--- config.mk ---
export PLATFORM = sky130hd
export DESIGN_NAME = tss_top
export DESIGN_NICKNAME = d
export VERILOG_FILES = /design/src/rtl/tss_lane_ser.v /design/src/rtl/tss_tdly.v /design/src/rtl/tss_top.v
export VERILOG_INCLUDE_DIRS = /design/src /design/src/rtl
export SDC_FILE = /design/constraint.sdc
export NUM_CORES = 1
export LEC_CHECK = 0
export CAP_MARGIN = 20
export CORE_AREA = 2 2 100 102
export CTS_BUF_LIST = sky130_fd_sc_hd__clkbuf_8 sky130_fd_sc_hd__clkbuf_16
export DETAILED_ROUTE_END_ITERATION = 12
export DIE_AREA = 0 0 102 104
export DONT_BUFFER_PORTS = 1
export PLACE_DENSITY = 0.65
export SYNTH_ARGS = -nofsm -noshare
export SYNTH_HDL_FRONTEND = slang
export SYNTH_HIERARCHICAL = 1
export SYNTH_SLANG_ARGS = --single-unit
export TNS_END_PERCENT = 50
--- constraint.sdc ---
create_clock -name i_clk -period 4.2 [get_ports i_clk]
set_input_delay 0.63 -clock i_clk [delete_from_list [all_inputs] [get_ports i_clk]]
set_output_delay 0.63 -clock i_clk [all_outputs]
set_load 0.005 [all_outputs]
--- src/rtl/tss_defs.vh ---
// Operation
// - Six per-lane tristate source bits; bit index selects the lane slice.
// - Direct mode: lane tristate output follows fabric tristate bit combinationally.
// - At width 2 only direct mode; write-enable mode is not selectable.
// - Write-enable mode: invert, serialize and broadcast vector to selected lanes.
// - Each write-enable bit sent covers two consecutive serial unit intervals; width 4 sends bits 0 and 1 only.
// - Serialized write-enable tristate stream aligned with lane serial data at zero delay; each delay step lags it one unit interval.
// - Lane takes only its selected tristate source and drives its output.
// - Write-enable path has one fabric word cycle more latency than data.
// - Lane x parallel word of eight bits goes to serial output bit x.
// - Order: 8:1 bits 0..7, 4:1 bits 0..3, 2:1 bit 0 then 4.
`ifndef TSS_DEFS_VH
`define TSS_DEFS_VH

`define TSS_ADDR_SRC 4'h0
`define TSS_ADDR_WIDTH 4'h1
`define TSS_ADDR_TDLY 4'h2
`define TSS_ADDR_STAT 4'h3

`define TSS_WIDTH_8 2'h0
`define TSS_WIDTH_4 2'h1
`define TSS_WIDTH_2 2'h2

`define TSS_SRC_RST 6'h00
`define TSS_WIDTH_RST 2'h0
`define TSS_TDLY_RST 3'h0

`define TSS_LAST_8 3'h7
`define TSS_LAST_4 3'h3
`define TSS_LAST_2 3'h1

`define TSS_STAT_PH_LSB 0
`define TSS_STAT_WIDTH_LSB 3
`define TSS_STAT_WEBAD_BIT 5

`endif

--- src/rtl/tss_lane_ser.v ---
`include "tss_defs.vh"

module tss_lane_ser (
  // Clock and reset
  input wire i_clk,
  input wire i_rst_n,
  // Control
  input wire i_load,
  input wire [1:0] i_width,
  input wire [2:0] i_phase,
  // Data
  input wire [7:0] i_word,
  output reg o_serial
);

  reg [7:0] word_reg;
  reg [7:0] word_next;
  reg [2:0] idx;

  // Whole word is kept: at a width change it loads under the old width,
  // so a mask here would drop bits; the index alone never picks unused bits
  always @* begin
    word_next = i_word;
  end

  always @* begin
    if (i_width == `TSS_WIDTH_8) begin
      idx = i_phase;
    end else if (i_width == `TSS_WIDTH_4) begin
      idx = {1'b0, i_phase[1:0]};
    end else begin
      idx = {i_phase[0], 2'h0};
    end
  end

  always @(posedge i_clk) begin
    if (!i_rst_n) begin
      word_reg <= 8'h00;
      o_serial <= 1'b0;
    end else begin
      if (i_load) begin
        word_reg <= word_next;
      end
      o_serial <= word_reg[idx];
    end
  end

endmodule // tss_lane_ser

--- src/rtl/tss_tdly.v ---
`include "tss_defs.vh"

module tss_tdly #(
  parameter DEPTH = 8
) (
  // Clock and reset
  input wire i_clk,
  input wire i_rst_n,
  // Stream
  input wire i_t,
  input wire [2:0] i_dly,
  output wire o_t
);

  reg [DEPTH-1:0] tap_reg;
  wire [DEPTH:0] taps;

  assign taps = {tap_reg, i_t};
  // Tap 0 is the undelayed stream, so a zero setting adds no latency
  assign o_t = taps[i_dly];

  always @(posedge i_clk) begin
    if (!i_rst_n) begin
      tap_reg <= {DEPTH{1'b1}};
    end else begin
      tap_reg <= taps[DEPTH-1:0];
    end
  end

endmodule // tss_tdly

--- src/rtl/tss_top.v ---
// The address-and-strobe port and the register offsets were chosen for this implementation.
`include "tss_defs.vh"

module tss_top #(
  parameter LANES = 6,
  parameter WEN_W = 4
) (
  // Clock and reset
  input wire i_clk,
  input wire i_rst_n,
  // Register port
  input wire [3:0] i_addr,
  input wire [7:0] i_wdata,
  input wire i_wr,
  input wire i_rd,
  output reg [7:0] o_rdata,
  // Fabric transmit side
  input wire [8*LANES-1:0] i_parallel_tx_word,
  input wire [LANES-1:0] i_t_direct,
  input wire [WEN_W-1:0] i_shared_write_enable_vector,
  output reg o_word_load,
  // Pin side
  output wire [LANES-1:0] o_serial_data_output,
  output wire [LANES-1:0] o_t_out
);

  reg [LANES-1:0] tristate_source_select_reg;
  reg [1:0] width_cfg_reg;
  reg [2:0] tdly_reg;
  reg [1:0] width_act_reg;
  reg [1:0] width_next;
  reg [2:0] ph_reg;
  reg [2:0] ph_next;
  reg [2:0] last_next;
  reg load_next;
  reg [WEN_W-1:0] we_stage_reg;
  reg [WEN_W-1:0] we_cur_reg;
  reg t_ser_reg;
  reg [7:0] rdata_next;
  wire [LANES-1:0] src_eff;
  wire t_we;
  wire we_bad;

  // Register writes; the delay line has no other update path
  always @(posedge i_clk) begin
    if (!i_rst_n) begin
      tristate_source_select_reg <= `TSS_SRC_RST;
      width_cfg_reg <= `TSS_WIDTH_RST;
      tdly_reg <= `TSS_TDLY_RST;
    end else if (i_wr) begin
      if (i_addr == `TSS_ADDR_SRC) begin
        tristate_source_select_reg <= i_wdata[LANES-1:0];
      end else if (i_addr == `TSS_ADDR_WIDTH) begin
        if (i_wdata[1:0] != 2'h3) begin
          width_cfg_reg <= i_wdata[1:0];
        end
      end else if (i_addr == `TSS_ADDR_TDLY) begin
        tdly_reg <= i_wdata[2:0];
      end
    end
  end

  // Width 2 forces every lane to direct mode whatever software wrote
  assign we_bad = (width_act_reg == `TSS_WIDTH_2);
  assign src_eff = we_bad ? {LANES{1'b0}} : tristate_source_select_reg;

  // Read data live only in the cycle after the strobe
  always @* begin
    rdata_next = 8'h00;
    if (i_rd) begin
      if (i_addr == `TSS_ADDR_SRC) begin
        rdata_next[LANES-1:0] = tristate_source_select_reg;
      end else if (i_addr == `TSS_ADDR_WIDTH) begin
        rdata_next[1:0] = width_cfg_reg;
      end else if (i_addr == `TSS_ADDR_TDLY) begin
        rdata_next[2:0] = tdly_reg;
      end else if (i_addr == `TSS_ADDR_STAT) begin
        rdata_next[`TSS_STAT_PH_LSB+2:`TSS_STAT_PH_LSB] = ph_reg;
        rdata_next[`TSS_STAT_WIDTH_LSB+1:`TSS_STAT_WIDTH_LSB] = width_act_reg;
        rdata_next[`TSS_STAT_WEBAD_BIT] = we_bad & (|tristate_source_select_reg);
      end
    end
  end

  always @(posedge i_clk) begin
    if (!i_rst_n) begin
      o_rdata <= 8'h00;
    end else begin
      o_rdata <= rdata_next;
    end
  end

  // Word timing; width changes only take effect at a word boundary
  always @* begin
    width_next = o_word_load ? width_cfg_reg : width_act_reg;
    ph_next = o_word_load ? 3'h0 : ph_reg + 3'h1;
    if (width_next == `TSS_WIDTH_8) begin
      last_next = `TSS_LAST_8;
    end else if (width_next == `TSS_WIDTH_4) begin
      last_next = `TSS_LAST_4;
    end else begin
      last_next = `TSS_LAST_2;
    end
    load_next = (ph_next == last_next);
  end

  always @(posedge i_clk) begin
    if (!i_rst_n) begin
      width_act_reg <= `TSS_WIDTH_RST;
      ph_reg <= 3'h0;
      o_word_load <= 1'b0;
    end else begin
      width_act_reg <= width_next;
      ph_reg <= ph_next;
      o_word_load <= load_next;
    end
  end

  // Extra stage on the write-enable path delays it by one word cycle
  always @(posedge i_clk) begin
    if (!i_rst_n) begin
      we_stage_reg <= {WEN_W{1'b1}};
      we_cur_reg <= {WEN_W{1'b1}};
      t_ser_reg <= 1'b1;
    end else begin
      if (o_word_load) begin
        we_stage_reg <= ~i_shared_write_enable_vector;
        we_cur_reg <= we_stage_reg;
      end
      // Same register depth as the lane output flop keeps the two aligned
      t_ser_reg <= we_cur_reg[ph_reg[2:1]];
    end
  end

  tss_tdly #(
    .DEPTH(8)
  ) u_tdly (
    .i_clk(i_clk),
    .i_rst_n(i_rst_n),
    .i_t(t_ser_reg),
    .i_dly(tdly_reg),
    .o_t(t_we)
  );

  genvar g;
  generate
    for (g = 0; g < LANES; g = g + 1) begin : g_lane
      tss_lane_ser u_ser (
        .i_clk(i_clk),
        .i_rst_n(i_rst_n),
        .i_load(o_word_load),
        .i_width(width_act_reg),
        .i_phase(ph_reg),
        .i_word(i_parallel_tx_word[8*g+7:8*g]),
        .o_serial(o_serial_data_output[g])
      );
      // Direct mode is deliberately unregistered and so unaligned to data
      assign o_t_out[g] = src_eff[g] ? t_we : i_t_direct[g];
    end
  endgenerate

endmodule // tss_top

==> impl_results.md, run 1 <==
- Total Wirelength: 8750 um
- Max IR drop VDD: between 0.15 and 0.2 mV
- Final Cell Area: around 0.0045 sq mm
- Drt pass-1 iters: 4
- Clock skew: 8.80 ps
- Initial Utilization: 0.437
- Clock Latency Late Sink: 350 ps
- Pwr dens: approximately 380 mW/mm^2
- Setup violators final: 0
- DRC: 0
- # nets final: about 500
- Buffers on Ports: 0
- Final worst-path setup slack: around 1600 ps
- Syn Inst Count: 425
- Largest cells by area after synthesis: dfxtp_1, mux2i_1, nor2_1, mux2_2, nand2_1
- DR iter-0 viols: between 100 and 150
- Ys async rst share: 0
- Most frequent cells after synthesis: dfxtp_1, nor2_1, mux2i_1, nand2_1, nand2b_1
- Crit-path cells: mux4_1 > mux2_2 > mux2_2
- Max Clock Freq: approximately 380 MHz
- Clock Sinks: between 90 and 100
- Tcrit/Tclk final: 0.619
- Pwr Total: about 1.7 mW
- I/O pin cnt: 95
- Register Area: about 0.0019 sq mm
- Cts repair resizes: 0
- CP required: between 3000 and 4000 ps
- Endpoint class of the critical path: output port
- Critical R2R Capture: o_word_load$_SDFF_PN0_
- Layout Area Growth over Synthesis: 7.91%
- Worst-Margin Slew: a little over 1000 ps
- Cell row count: 36
- Yosys warnings: 6
- DP Wirelength: a little over 6000 um
- Final core area utilization: 0.472
- Total of max-cap violations: 0
- Die X: 102 um
- Footprint of the multi-input gates: around 0.0022 sq mm
- Worst-path clk slew: about 90 ps
- Final Hold Fails: 0
- Core Area: ~0.0095 sq mm
- Gr usage total: 0.167
- TNS Setup: 0 ps
- First-pass GRT wire length: 13,900 um
- Status: complete, no violations
- Worst r2r src: ph_reg[0]$_SDFF_PN0_
- Vias in the first global route: approximately 2,800
- Post-synth EDFFs: 0
- Post-route minimum period: 2600 ps
- Initial antenna violation count: 0
- Avg Inst Size Synth: 9.83 sq um
- Leak: approximately 1.5 nW
- # diodes: 0
- DRT antenna net count: 0
- CTS Buf Count: 9
- Max-slew violations: 0
- Post-Syn Area: 0.00418 sq mm
- Clk buf depth: 2
- RSZ-0062 raised after global routing: no
- Top-area cell type share of the netlist area: 0.446
- H-tree level count: 3
- Crit Path Max Fanout: 6
- DR WL/cell: 15.6 um
- Overflow after GRT: 0
- Share of layout cells above drive strength 1: 0.136
- Cell mode on critical path: mux2_2
- Clock Tree Root: clkbuf_8
- Die Ht: roughly 100 um
- # placed instances: roughly 550
- # hold bufs at CTS: 0
- CP Data Arrival Time: 1970 ps
- Reg2reg setup slack: between 2000 and 2500 ps
- Most common cell in the netlist: dfxtp_1
- FF+latch count, synth: 93
- GPL Wtd Cong: 0.831
- Synth Flop Type: dfxtp_1
- Largest register FFs: 48
- CP peak stage delay: between 500 and 600 ps
- Area after DPL: around 0.0043 sq mm
- Post-CTS Repair Setup Buffers: 0
- Worst hold path class: input port to flip-flop
- Post-synth cell types: 44
- Non-Filler Instances: approximately 560
- Critical path's slowest cell: mux4_1
- Largest net degree at the start of global routing: between 60 and 70
- Sequential share of the synthesized area: 0.446
- Die ar.: between 0.01 and 0.015 sq mm
- CP startpoint: tdly_reg[0]$_SDFFE_PN0P_
- Worst slew margin: 0.309
- Synth area leader: dfxtp_1
- Startpoint types: flip-flop
- Worst Setup EP: o_t_out[3]
- Critical setup path kind: flip-flop to output port
- Vias/cell: 5.33
- FILL cells: 939
- Hold slack final: ~350 ps
- Vias: 2,992
- TritonCTS clock tree: built
- Pre-CTS WS: a little under 2000 ps
- Worst r2r path cells: 5
==> cell families (layout without fill, tap and decap cells) <==
group           count (synthesis)  after routing  synth area share
simple gates                  145            145             0.171
compound gates                 66             66             0.123
fa+ha+maj                       1              1           0.00300
flops                          93             93             0.446
other cells                     1              2          0.000898
xor+xnor                        1              1           0.00210
buf+inv                        37             39            0.0389
mux                            81             81             0.215
==> critical path: cells and delay by family (launching register included) <==
family,cells,cell delay [ps]
flops,1,410
mux,3,1200
==> power by group <==
group,switching [mW],internal (mW),leakage (nW)
registers,0.0323,0.895,0.752
clock network,0.305,0.364,0.121
logic,0.0543,0.0539,0.598
==> cells in the final DEF (no fill, tap or decap), types with 9 or more instances in the layout <==
cell type	synthesis	layout
a21oi_1	11	11
mux2_2	10	10
nor2_1	66	66
dfxtp_1	93	92
nand2b_1	17	17
clkbuf_8	0	11
mux2i_1	62	62
inv_1	15	16
nand3_1	11	11
a22oi_1	9	9
nand2_1	30	30
==> cell type report <==
type	count	area share
Clock buffer	11	0.0336
Clock inverter	5	0.0164
Inverter	21	0.0175
Multi-Input combinational cell	296	0.478
Sequential cell	93	0.414
Tap cell	133	0.0369
Timing Repair Buffer	2	0.00333
==> metal layers <==
layer | vias up | global-route usage | wire length (um)
li1 | 1497 | - | -
met1 | 1395 | 0.223 | 4050
met2 | 93 | 0.258 | 4010
met3 | 7 | 0.0457 | 604
met4 | 0 | 0.0581 | 90
met5 | - | 0 | 0
==> worst min path at each step <==
stage | slack [ps] | cells after the start | startpoint | end
final | 350 | 1 | i_rst_n | we_cur_reg[3]$_SDFFE_PN1P_
after global routing | 310 | 1 | i_rst_n | we_cur_reg[3]$_SDFFE_PN1P_
after CTS | 320 | 1 | i_rst_n | we_cur_reg[3]$_SDFFE_PN1P_
after detailed placement | 430 | 1 | u_tdly/tap_reg[5]$_SDFF_PN1_ | u_tdly/tap_reg[6]$_SDFF_PN1_
after global placement | 410 | 1 | u_tdly/tap_reg[3]$_SDFF_PN1_ | u_tdly/tap_reg[4]$_SDFF_PN1_
after floorplan | 400 | 1 | u_tdly/tap_reg[0]$_SDFF_PN1_ | u_tdly/tap_reg[1]$_SDFF_PN1_
Note: power is estimated with default switching activity, not from simulation.
==> run 2: changes to the inputs <==
--- a/config.mk
+++ b/config.mk
@@ -6,13 +6,14 @@
 export SDC_FILE = /design/constraint.sdc
 export NUM_CORES = 1
 export LEC_CHECK = 0
+export ABC_AREA = 1
 export CAP_MARGIN = 20
-export CORE_AREA = 2 2 100 102
+export CORE_AREA = 2 2 102 104
 export CTS_BUF_LIST = sky130_fd_sc_hd__clkbuf_8 sky130_fd_sc_hd__clkbuf_16
 export DETAILED_ROUTE_END_ITERATION = 12
-export DIE_AREA = 0 0 102 104
+export DIE_AREA = 0 0 104 106
 export DONT_BUFFER_PORTS = 1
-export PLACE_DENSITY = 0.65
+export PLACE_DENSITY = 0.67
 export SYNTH_ARGS = -nofsm -noshare
 export SYNTH_HDL_FRONTEND = slang
 export SYNTH_HIERARCHICAL = 1
==> constraint.sdc (replaced) <==
create_clock -name i_clk -period 2.3 [get_ports i_clk]
set_input_delay 0.345 -clock i_clk [delete_from_list [all_inputs] [get_ports i_clk]]
set_output_delay 0.345 -clock i_clk [all_outputs]
set_load 0.005 [all_outputs]
==> run 2 against run 1 <==
Against the previous run: synthesized cell count increased by 42%; count of clock-buffer cells in the layout decreased by 1; die area increased by 3.9%; non-clock buffer count increased by 4; final cell count increased by 33%; sequential share of layout area decreased by 1.2 points; combinational power increased to 9.2 times the previous value; via count increased by 26%; worst setup slack got worse by 1200 ps; largest cell class unchanged.
==> impl_results.md, run 2 <==
- Non-Filler Instances: 747 (was 561)
- Pwr dens: 880 mW/mm^2 (was 378 mW/mm^2)
- Sequential power share: 0.491 (was 0.544)
- DR iter-0 viols: 111 (was 127)
- Critical setup path kind: flip-flop to output port (unchanged)
- Crit Path Max Fanout: 7 (was 6)
- # nets final: 681 (was 498)
- Gr usage total: 0.175 (was 0.167)
- DRC: 0 (unchanged)
- Clock Sinks: 93 (unchanged)
- DR WL/cell: 12.4 um (was 15.6 um)
- Post-synth EDFFs: 0 (unchanged)
- Ys async rst share: 0 (unchanged)
- Overflow after GRT: 0 (unchanged)
- DP Wirelength: 6430 um (was 6040 um)
- Internal cell power: 2.77 mW (was 1.31 mW)
- Clock skew: 5.55 ps (was 8.80 ps)
- P_sw: 1.31 mW (was 0.391 mW)
- Largest register FFs: 48 (unchanged)
- Layout Area Growth over Synthesis: 6.90% (was 7.91%)
- Core Area: 0.0100 sq mm (was 0.00955 sq mm)
- CP required: 1960 ps (was 3570 ps)
- Die Ht: 106 um (was 104 um)
- Yosys warnings: 6 (unchanged)
- Tcrit/Tclk final: 0.822
- Clk buf depth: 2 (unchanged)
- Endpoint class of the critical path: output port (unchanged)
- Total of max-cap violations: 0 (unchanged)
- Final Cell Area: 0.00463 sq mm (was 0.00451 sq mm)
- Die ar.: 0.0110 sq mm (was 0.0106 sq mm)
- Max-slew violations: 0 (unchanged)
- Post-route minimum period: approximately 1900 ps
- Drt pass-1 iters: 4 (unchanged)
- Final Hold Fails: 0 (unchanged)
- First-pass GRT wire length: 15,700 um (was 13,900 um)
- Status: complete, no violations (unchanged)
- Setup violators final: 0 (unchanged)
- TritonCTS clock tree: built (unchanged)
- GPL Wtd Cong: 0.803 (was 0.831)
- Final worst-path setup slack: 410 ps (was 1600 ps)
- Cell row count: 37 (was 36)
- Most frequent cells after synthesis: nand2_1, dfxtp_1, inv_1, nor2_1, o21ai_0 (was dfxtp_1, nor2_1, mux2i_1, nand2_1, nand2b_1)
- I/O pin cnt: 95 (unchanged)
- Most common cell in the netlist: nand2_1 (was dfxtp_1)
- Commonest cells after routing, fill and taps aside: nand2_1, dfxtp_1, inv_1 (was dfxtp_1, nor2_1, mux2i_1)
- Buffers on Ports: 0 (unchanged)
- Synth area leader: dfxtp_1 (unchanged)
- Clk pwr share: 0.265 (was 0.392)
- Vias in the first global route: 3,528 (was 2,831)
- Post-Syn Area: 0.00433 sq mm (was 0.00418 sq mm)
- CTS Buf Count: 9 (unchanged)
- Max Clock Freq: between 500 and 600 MHz
- Avg Inst Size Synth: 7.16 sq um (was 9.83 sq um)
- DRT antenna net count: 0 (unchanged)
- Startpoint types: flip-flop (unchanged)
- Max IR drop VDD: 0.400 mV (was 0.172 mV)
- Largest net degree at the start of global routing: 81 (was 67)
- Register Area: 0.00186 sq mm (was 0.00187 sq mm)
- Most common cell after layout, fill and taps aside: nand2_1 (was dfxtp_1)
- Initial antenna violation count: 0 (unchanged)
- Combinational power share: 0.245 (was 0.064)
- Vias: 3,762 (was 2,992)
- TNS Setup: 0 ps (unchanged)
- Switching share of power: 0.320 (was 0.230)
- Pwr Total: 4.08 mW (was 1.70 mW)
- # hold bufs at CTS: 0 (unchanged)
- Die X: 104 um (was 102 um)
- Clock Latency Late Sink: 360 ps (was 350 ps)
- Total Wirelength: 9300 um (was 8750 um)
- # diodes: 0 (unchanged)
- Vias/cell: 5.04 (was 5.33)
- H-tree level count: 3 (unchanged)
- Footprint of the multi-input gates: 0.00203 sq mm (was 0.00216 sq mm)
- Pre-CTS WS: 796 ps (was 1980 ps)
- Sequential share of the synthesized area: 0.430 (was 0.446)
- # placed instances: 731 (was 545)
- RSZ-0062 raised after global routing: no (unchanged)
- Synth Flop Type: dfxtp_1 (unchanged)
- Clock Tree Root: clkbuf_8 (unchanged)
- Share of layout cells above drive strength 1: 0.0966 (was 0.136)
- Post-synth cell types: 26 (was 44)
- FILL cells: 1,073 (was 939)
- Largest cells by area after synthesis: dfxtp_1, nand2_1, o21ai_0, inv_1, nor2_1 (was dfxtp_1, mux2i_1, nor2_1, mux2_2, nand2_1)
- Top-area cell type share of the netlist area: 0.430 (was 0.446)
- Area after DPL: 0.00444 sq mm (was 0.00428 sq mm)
- Syn Inst Count: 605 (was 425)
- Initial Utilization: 0.433 (was 0.437)
- Leak: 2.03 nW (was 1.47 nW)
- Worst hold path class: input port to flip-flop (unchanged)
- Worst-path clk slew: 90 ps (about the same)
- Cts repair resizes: 0 (unchanged)
- Post-CTS Repair Setup Buffers: 0 (unchanged)
- CP Data Arrival Time: 1550 ps (was 1970 ps)
- FF+latch count, synth: 93 (unchanged)
-- run 2: changes by cell type after synthesis, moves of 14 or more --
cell      before  now
nand2_1       30  101
inv_1         15   80
mux2i_1       62    0
o21ai_0        4   61
a21oi_1       11   55
nand3_1       11   43
nand2b_1      17    0
nor2_1        66   80
-- run 2: per-layer routing --
metal / wire length, um / global-route usage / up-vias
met5: 0 / 0 / -
met4: 181 / 0.0763 / 0
met3: 479 / 0.0484 / 12
met2: 4340 / 0.301 / 75
met1: 4300 / 0.206 / 1712
li1: - / - / 1963
-- run 2: final timing paths --
check | start | endpoint | slack, ps | cells after the start
setup / recovery | tdly_reg[0]$_SDFFE_PN0P_ | o_t_out[3] | 410 | 8
hold reg to reg | u_tdly/tap_reg[2]$_SDFF_PN1_ | u_tdly/tap_reg[3]$_SDFF_PN1_ | 420 | 2
setup reg to reg | ph_reg[0]$_SDFF_PN0_ | g_lane[2].u_ser/o_serial$_SDFF_PN0_ | 780 | 7
hold / removal | i_shared_write_enable_vector[3] | we_stage_reg[3]$_SDFFE_PN1P_ | 80 | 1
-- run 2: power by group through the flow --
stage,clock network (mW),registers [mW],logic [mW]
global route,1.17,2.03,1.16
finish,1.08,2.00,0.997
global placement,0,2.03,0.963
floorplan,0,2.05,0.795
CTS,1.11,2.00,1.01
detailed placement,0,2.04,1.00
-- run 2: logic make-up (layout without fill, tap and decap cells) --
group                      after synthesis  in the layout  synth area share
and+or+nand+nor                        269            269             0.285
other                                    1              2          0.000865
buffers and inverters                  105            110             0.102
adders and majority gates                1              1           0.00289
AOI/OAI and AO/OA                      136            136             0.180
DFF                                     93             93             0.430
-- run 2: critical path, stage by stage, from the launching register on --
cell and delay, ps:
dfxtp_1 480, inv_2 90, nand2_1 70, nand3_1 60, nand2_1 70, nand2_1 50, nand2_1 50, inv_1 90
a31oi_1 240
-- run 2: area by class of cell --
cell class                 instances  share of cell area
inverter                          88              0.0713
timing repair buffer               6             0.00972
clock inverter                     6              0.0119
tap                              136              0.0367
sequential                        93               0.402
multi-input combinational        408               0.439
clock buffer                      10              0.0297
-- run 2: stage by stage --
step                       util  hold WS, ps
after floorplan               -          392
after global placement    0.444          398
after detailed placement  0.444          402
after CTS                 0.463         50.7
after global routing      0.463         50.5
final                     0.463         76.3
==> run 3: changes to the inputs <==
--- a/config.mk
+++ b/config.mk
@@ -6,14 +6,14 @@
 export SDC_FILE = /design/constraint.sdc
 export NUM_CORES = 1
 export LEC_CHECK = 0
-export ABC_AREA = 1
+export ABC_AREA = 0
 export CAP_MARGIN = 20
-export CORE_AREA = 2 2 102 104
+export CORE_AREA = 2 2 100 102
 export CTS_BUF_LIST = sky130_fd_sc_hd__clkbuf_8 sky130_fd_sc_hd__clkbuf_16
 export DETAILED_ROUTE_END_ITERATION = 12
-export DIE_AREA = 0 0 104 106
+export DIE_AREA = 0 0 102 104
 export DONT_BUFFER_PORTS = 1
-export PLACE_DENSITY = 0.67
+export PLACE_DENSITY = 0.65
 export SYNTH_ARGS = -nofsm -noshare
 export SYNTH_HDL_FRONTEND = slang
 export SYNTH_HIERARCHICAL = 1
==> constraint.sdc (replaced) <==
create_clock -name i_clk -period 1.9 [get_ports i_clk]
set_input_delay 0.285 -clock i_clk [delete_from_list [all_inputs] [get_ports i_clk]]
set_output_delay 0.285 -clock i_clk [all_outputs]
set_load 0.005 [all_outputs]
==> run 3 against run 2 <==
Against the previous run: the run now ends with negative setup slack left; final cell count is 24% lower; final area fell by 1.8%; register-to-register slack got worse by 350 ps; combinational power decreased by 70%; core utilization grew 1.3 points; worst hold slack got worse by 62 ps; worst setup slack lost 640 ps; clock power up 16%; routed wire length fell by 0.71%; sequential power is essentially flat; non-clock buffer count up 6; via count down 19%; critical path type unchanged; critical endpoint unchanged; largest power group unchanged.
==> impl_results.md, run 3 (synthesis gave the netlist of run 1 again) <==
- RSZ-0062 raised after global routing: yes (was no)
- Clk buf depth: 2 (unchanged)
- Status: finished, violations left (was complete, no violations)
- Initial antenna violation count: 0 (unchanged)
- Pwr dens: 783 mW/mm^2 (was 880 mW/mm^2)
- Vias in the first global route: 2,940 (was 3,528)
- Cell row count: 36 (was 37)
- DR WL/cell: 16.2 um (was 12.4 um)
- CP delay by family, top: multiplexers (was flip-flops)
- FILL cells: 948 (was 1,073)
- DRC: 0 (unchanged)
- Combinational power share: 0.085 (was 0.245)
- Worst-Margin Slew: between 500 and 600 ps
- # diodes: 0 (unchanged)
- Core Area: 0.00955 sq mm (was 0.0100 sq mm)
- Vias/cell: 5.35 (was 5.04)
- Clock Sinks: 93 (unchanged)
- Clock Tree Root: clkbuf_8 (unchanged)
- Largest net degree at the start of global routing: 36 (was 81)
- Setup violators final: 6 (was 0)
- Total of max-cap violations: 0 (unchanged)
- Commonest cells after routing, fill and taps aside: dfxtp_1, nor2_1, mux2i_1 (was nand2_1, dfxtp_1, inv_1)
- Endpoint class of the critical path: output port (unchanged)
- Startpoint types: flip-flop (unchanged)
- Final Cell Area: 0.00455 sq mm (was 0.00463 sq mm)
- P_sw: 0.959 mW (was 1.31 mW)
- Post-route minimum period: around 2100 ps
- Leak: 1.50 nW (was 2.03 nW)
- Initial Utilization: 0.437 (was 0.433)
- Vias: 3,052 (was 3,762)
- Clk pwr share: 0.351 (was 0.265)
- Area after DPL: 0.00436 sq mm (was 0.00444 sq mm)
- Final Hold Fails: 0 (unchanged)
- Crit Path Max Fanout: 6 (was 7)
- Layout Area Growth over Synthesis: 8.99% (was 6.90%)
- Critical path's slowest cell: mux4_2 (was dfxtp_1)
- CP peak stage delay: 490 ps (was 480 ps)
- Worst-path clk slew: 100 ps (was 90 ps)
- Total Wirelength: 9230 um (was 9300 um)
- Final worst-path setup slack: -227 ps (was 410 ps)
- Gr usage total: 0.176 (was 0.175)
- Sequential power share: 0.564 (was 0.491)
- Crit-path cells: mux4_2 > mux2_4 > mux2_2 (was inv_2 > nand2_1 > nand3_1 > nand2_1 > nand2_1 > nand2_1 > inv_1 > a31oi_1)
- DRT antenna net count: 0 (unchanged)
- Die X: 102 um (was 104 um)
- Most common cell after layout, fill and taps aside: dfxtp_1 (was nand2_1)
- Drt pass-1 iters: 4 (unchanged)
- Largest register FFs: 48 (unchanged)
- DR iter-0 viols: 73 (was 111)
- Clock skew: 9.96 ps (was 5.55 ps)
- # nets final: 508 (was 681)
- Overflow after GRT: 0 (unchanged)
- Max Clock Freq: about 470 MHz
- Die ar.: 0.0106 sq mm (was 0.0110 sq mm)
- Switching share of power: 0.269 (was 0.320)
- First-pass GRT wire length: 14,500 um (was 15,700 um)
- CP Data Arrival Time: 1840 ps (was 1550 ps)
- Tcrit/Tclk final: 1.12
- CP required: 1620 ps (was 1960 ps)
- CTS Buf Count: 9 (unchanged)
- Worst hold path class: input port to flip-flop (unchanged)
- Buffer and inverter count on the worst path: 0 (was 2)
- Die Ht: 104 um (was 106 um)
- Pwr Total: 3.56 mW (was 4.08 mW)
- Clock Latency Late Sink: 370 ps (was 360 ps)
- H-tree level count: 3 (unchanged)
- GPL Wtd Cong: 0.806 (was 0.803)
- Max-slew violations: 0 (unchanged)
- Non-Filler Instances: 571 (was 747)
- # placed instances: 553 (was 731)
- Buffers on Ports: 0 (unchanged)
- I/O pin cnt: 95 (unchanged)
- Worst slew margin: 0.625
- DP Wirelength: 6430 um (about the same)
- Hold slack final: 14.7 ps (was 76.3 ps)
- Failing checks: negative setup slack
- Share of layout cells above drive strength 1: 0.164 (was 0.0966)
- TritonCTS clock tree: built (unchanged)
- Critical setup path kind: flip-flop to output port (unchanged)
- Max IR drop VDD: 0.335 mV (was 0.400 mV)
- Internal cell power: 2.60 mW (was 2.77 mW)
## run 3: cell count changes in the layout (fill, tap and decap cells not counted), sizes merged, moves of 9 or more
cell / previous run / this run
nand2: 113 / 30
inv: 90 / 19
mux2i: 0 / 62
o21ai: 65 / 10
a21oi: 55 / 11
nand3: 50 / 11
nand2b: 0 / 17
nor2: 83 / 66
mux2: 0 / 16
nand3b: 12 / 0
nand4: 10 / 0
a22oi: 0 / 9
## run 3: final timing paths
check | startpoint | to | slack [ps] | depth (start not counted)
max | tdly_reg[0]$_SDFFE_PN0P_ | o_t_out[3] | -230 | 3
max reg2reg | ph_reg[0]$_SDFF_PN0_ | g_lane[0].u_ser/o_serial$_SDFF_PN0_ | 430 | 5
min reg2reg | u_tdly/tap_reg[4]$_SDFF_PN1_ | u_tdly/tap_reg[5]$_SDFF_PN1_ | 460 | 1
min | i_rst_n | t_ser_reg$_SDFF_PN1_ | 10 | 1
## run 3: stage by stage
stage	setup WS (ps)	setup TNS (ps)	util
6_report	-227	-1350	0.477
5_1_grt	-296	-1750	0.477
4_1_cts	-252	-1500	0.476
3_5_place_dp	46.4	0	0.456
3_3_place_gp	79.5	0	0.456
2_1_floorplan	69.1	0	-
## run 3: power by group through the flow
stage	clock network, mW	logic [mW]	registers [mW]
floorplan	0	0.226	2.07
global placement	0	0.285	2.06
detailed placement	0	0.295	2.06
CTS	1.29	0.303	2.01
global route	1.38	0.334	2.02
finish	1.25	0.302	2.01
## run 3: cell type report
cell class,instances,area (sq um),share of cell area
clock buffer,9,124,0.0272
multi-input combinational,296,2150,0.473
sequential,93,1870,0.411
clock inverter,7,55.1,0.0121
timing repair buffer,12,105,0.0231
tap,133,166,0.0366
inverter,21,78.8,0.0173
## run 3: per-layer routing
layer	up-vias	share of wire	track usage	wire length [um]
met5	-	0	0	0
met4	0	0.015	0.0657	138
met3	11	0.056	0.0417	521
met2	84	0.48	0.282	4400
met1	1440	0.45	0.227	4170
li1	1517	-	-	-
## run 3: repair_timing
item / CTS / global route
pin swaps: 0 / 0
setup buffers: 1 / 0
endpoints found under the hold margin: 15 / 0
resized for setup: 4 / 1
hold buffers: 1 / 0
endpoints found under the setup margin: 6 / 6
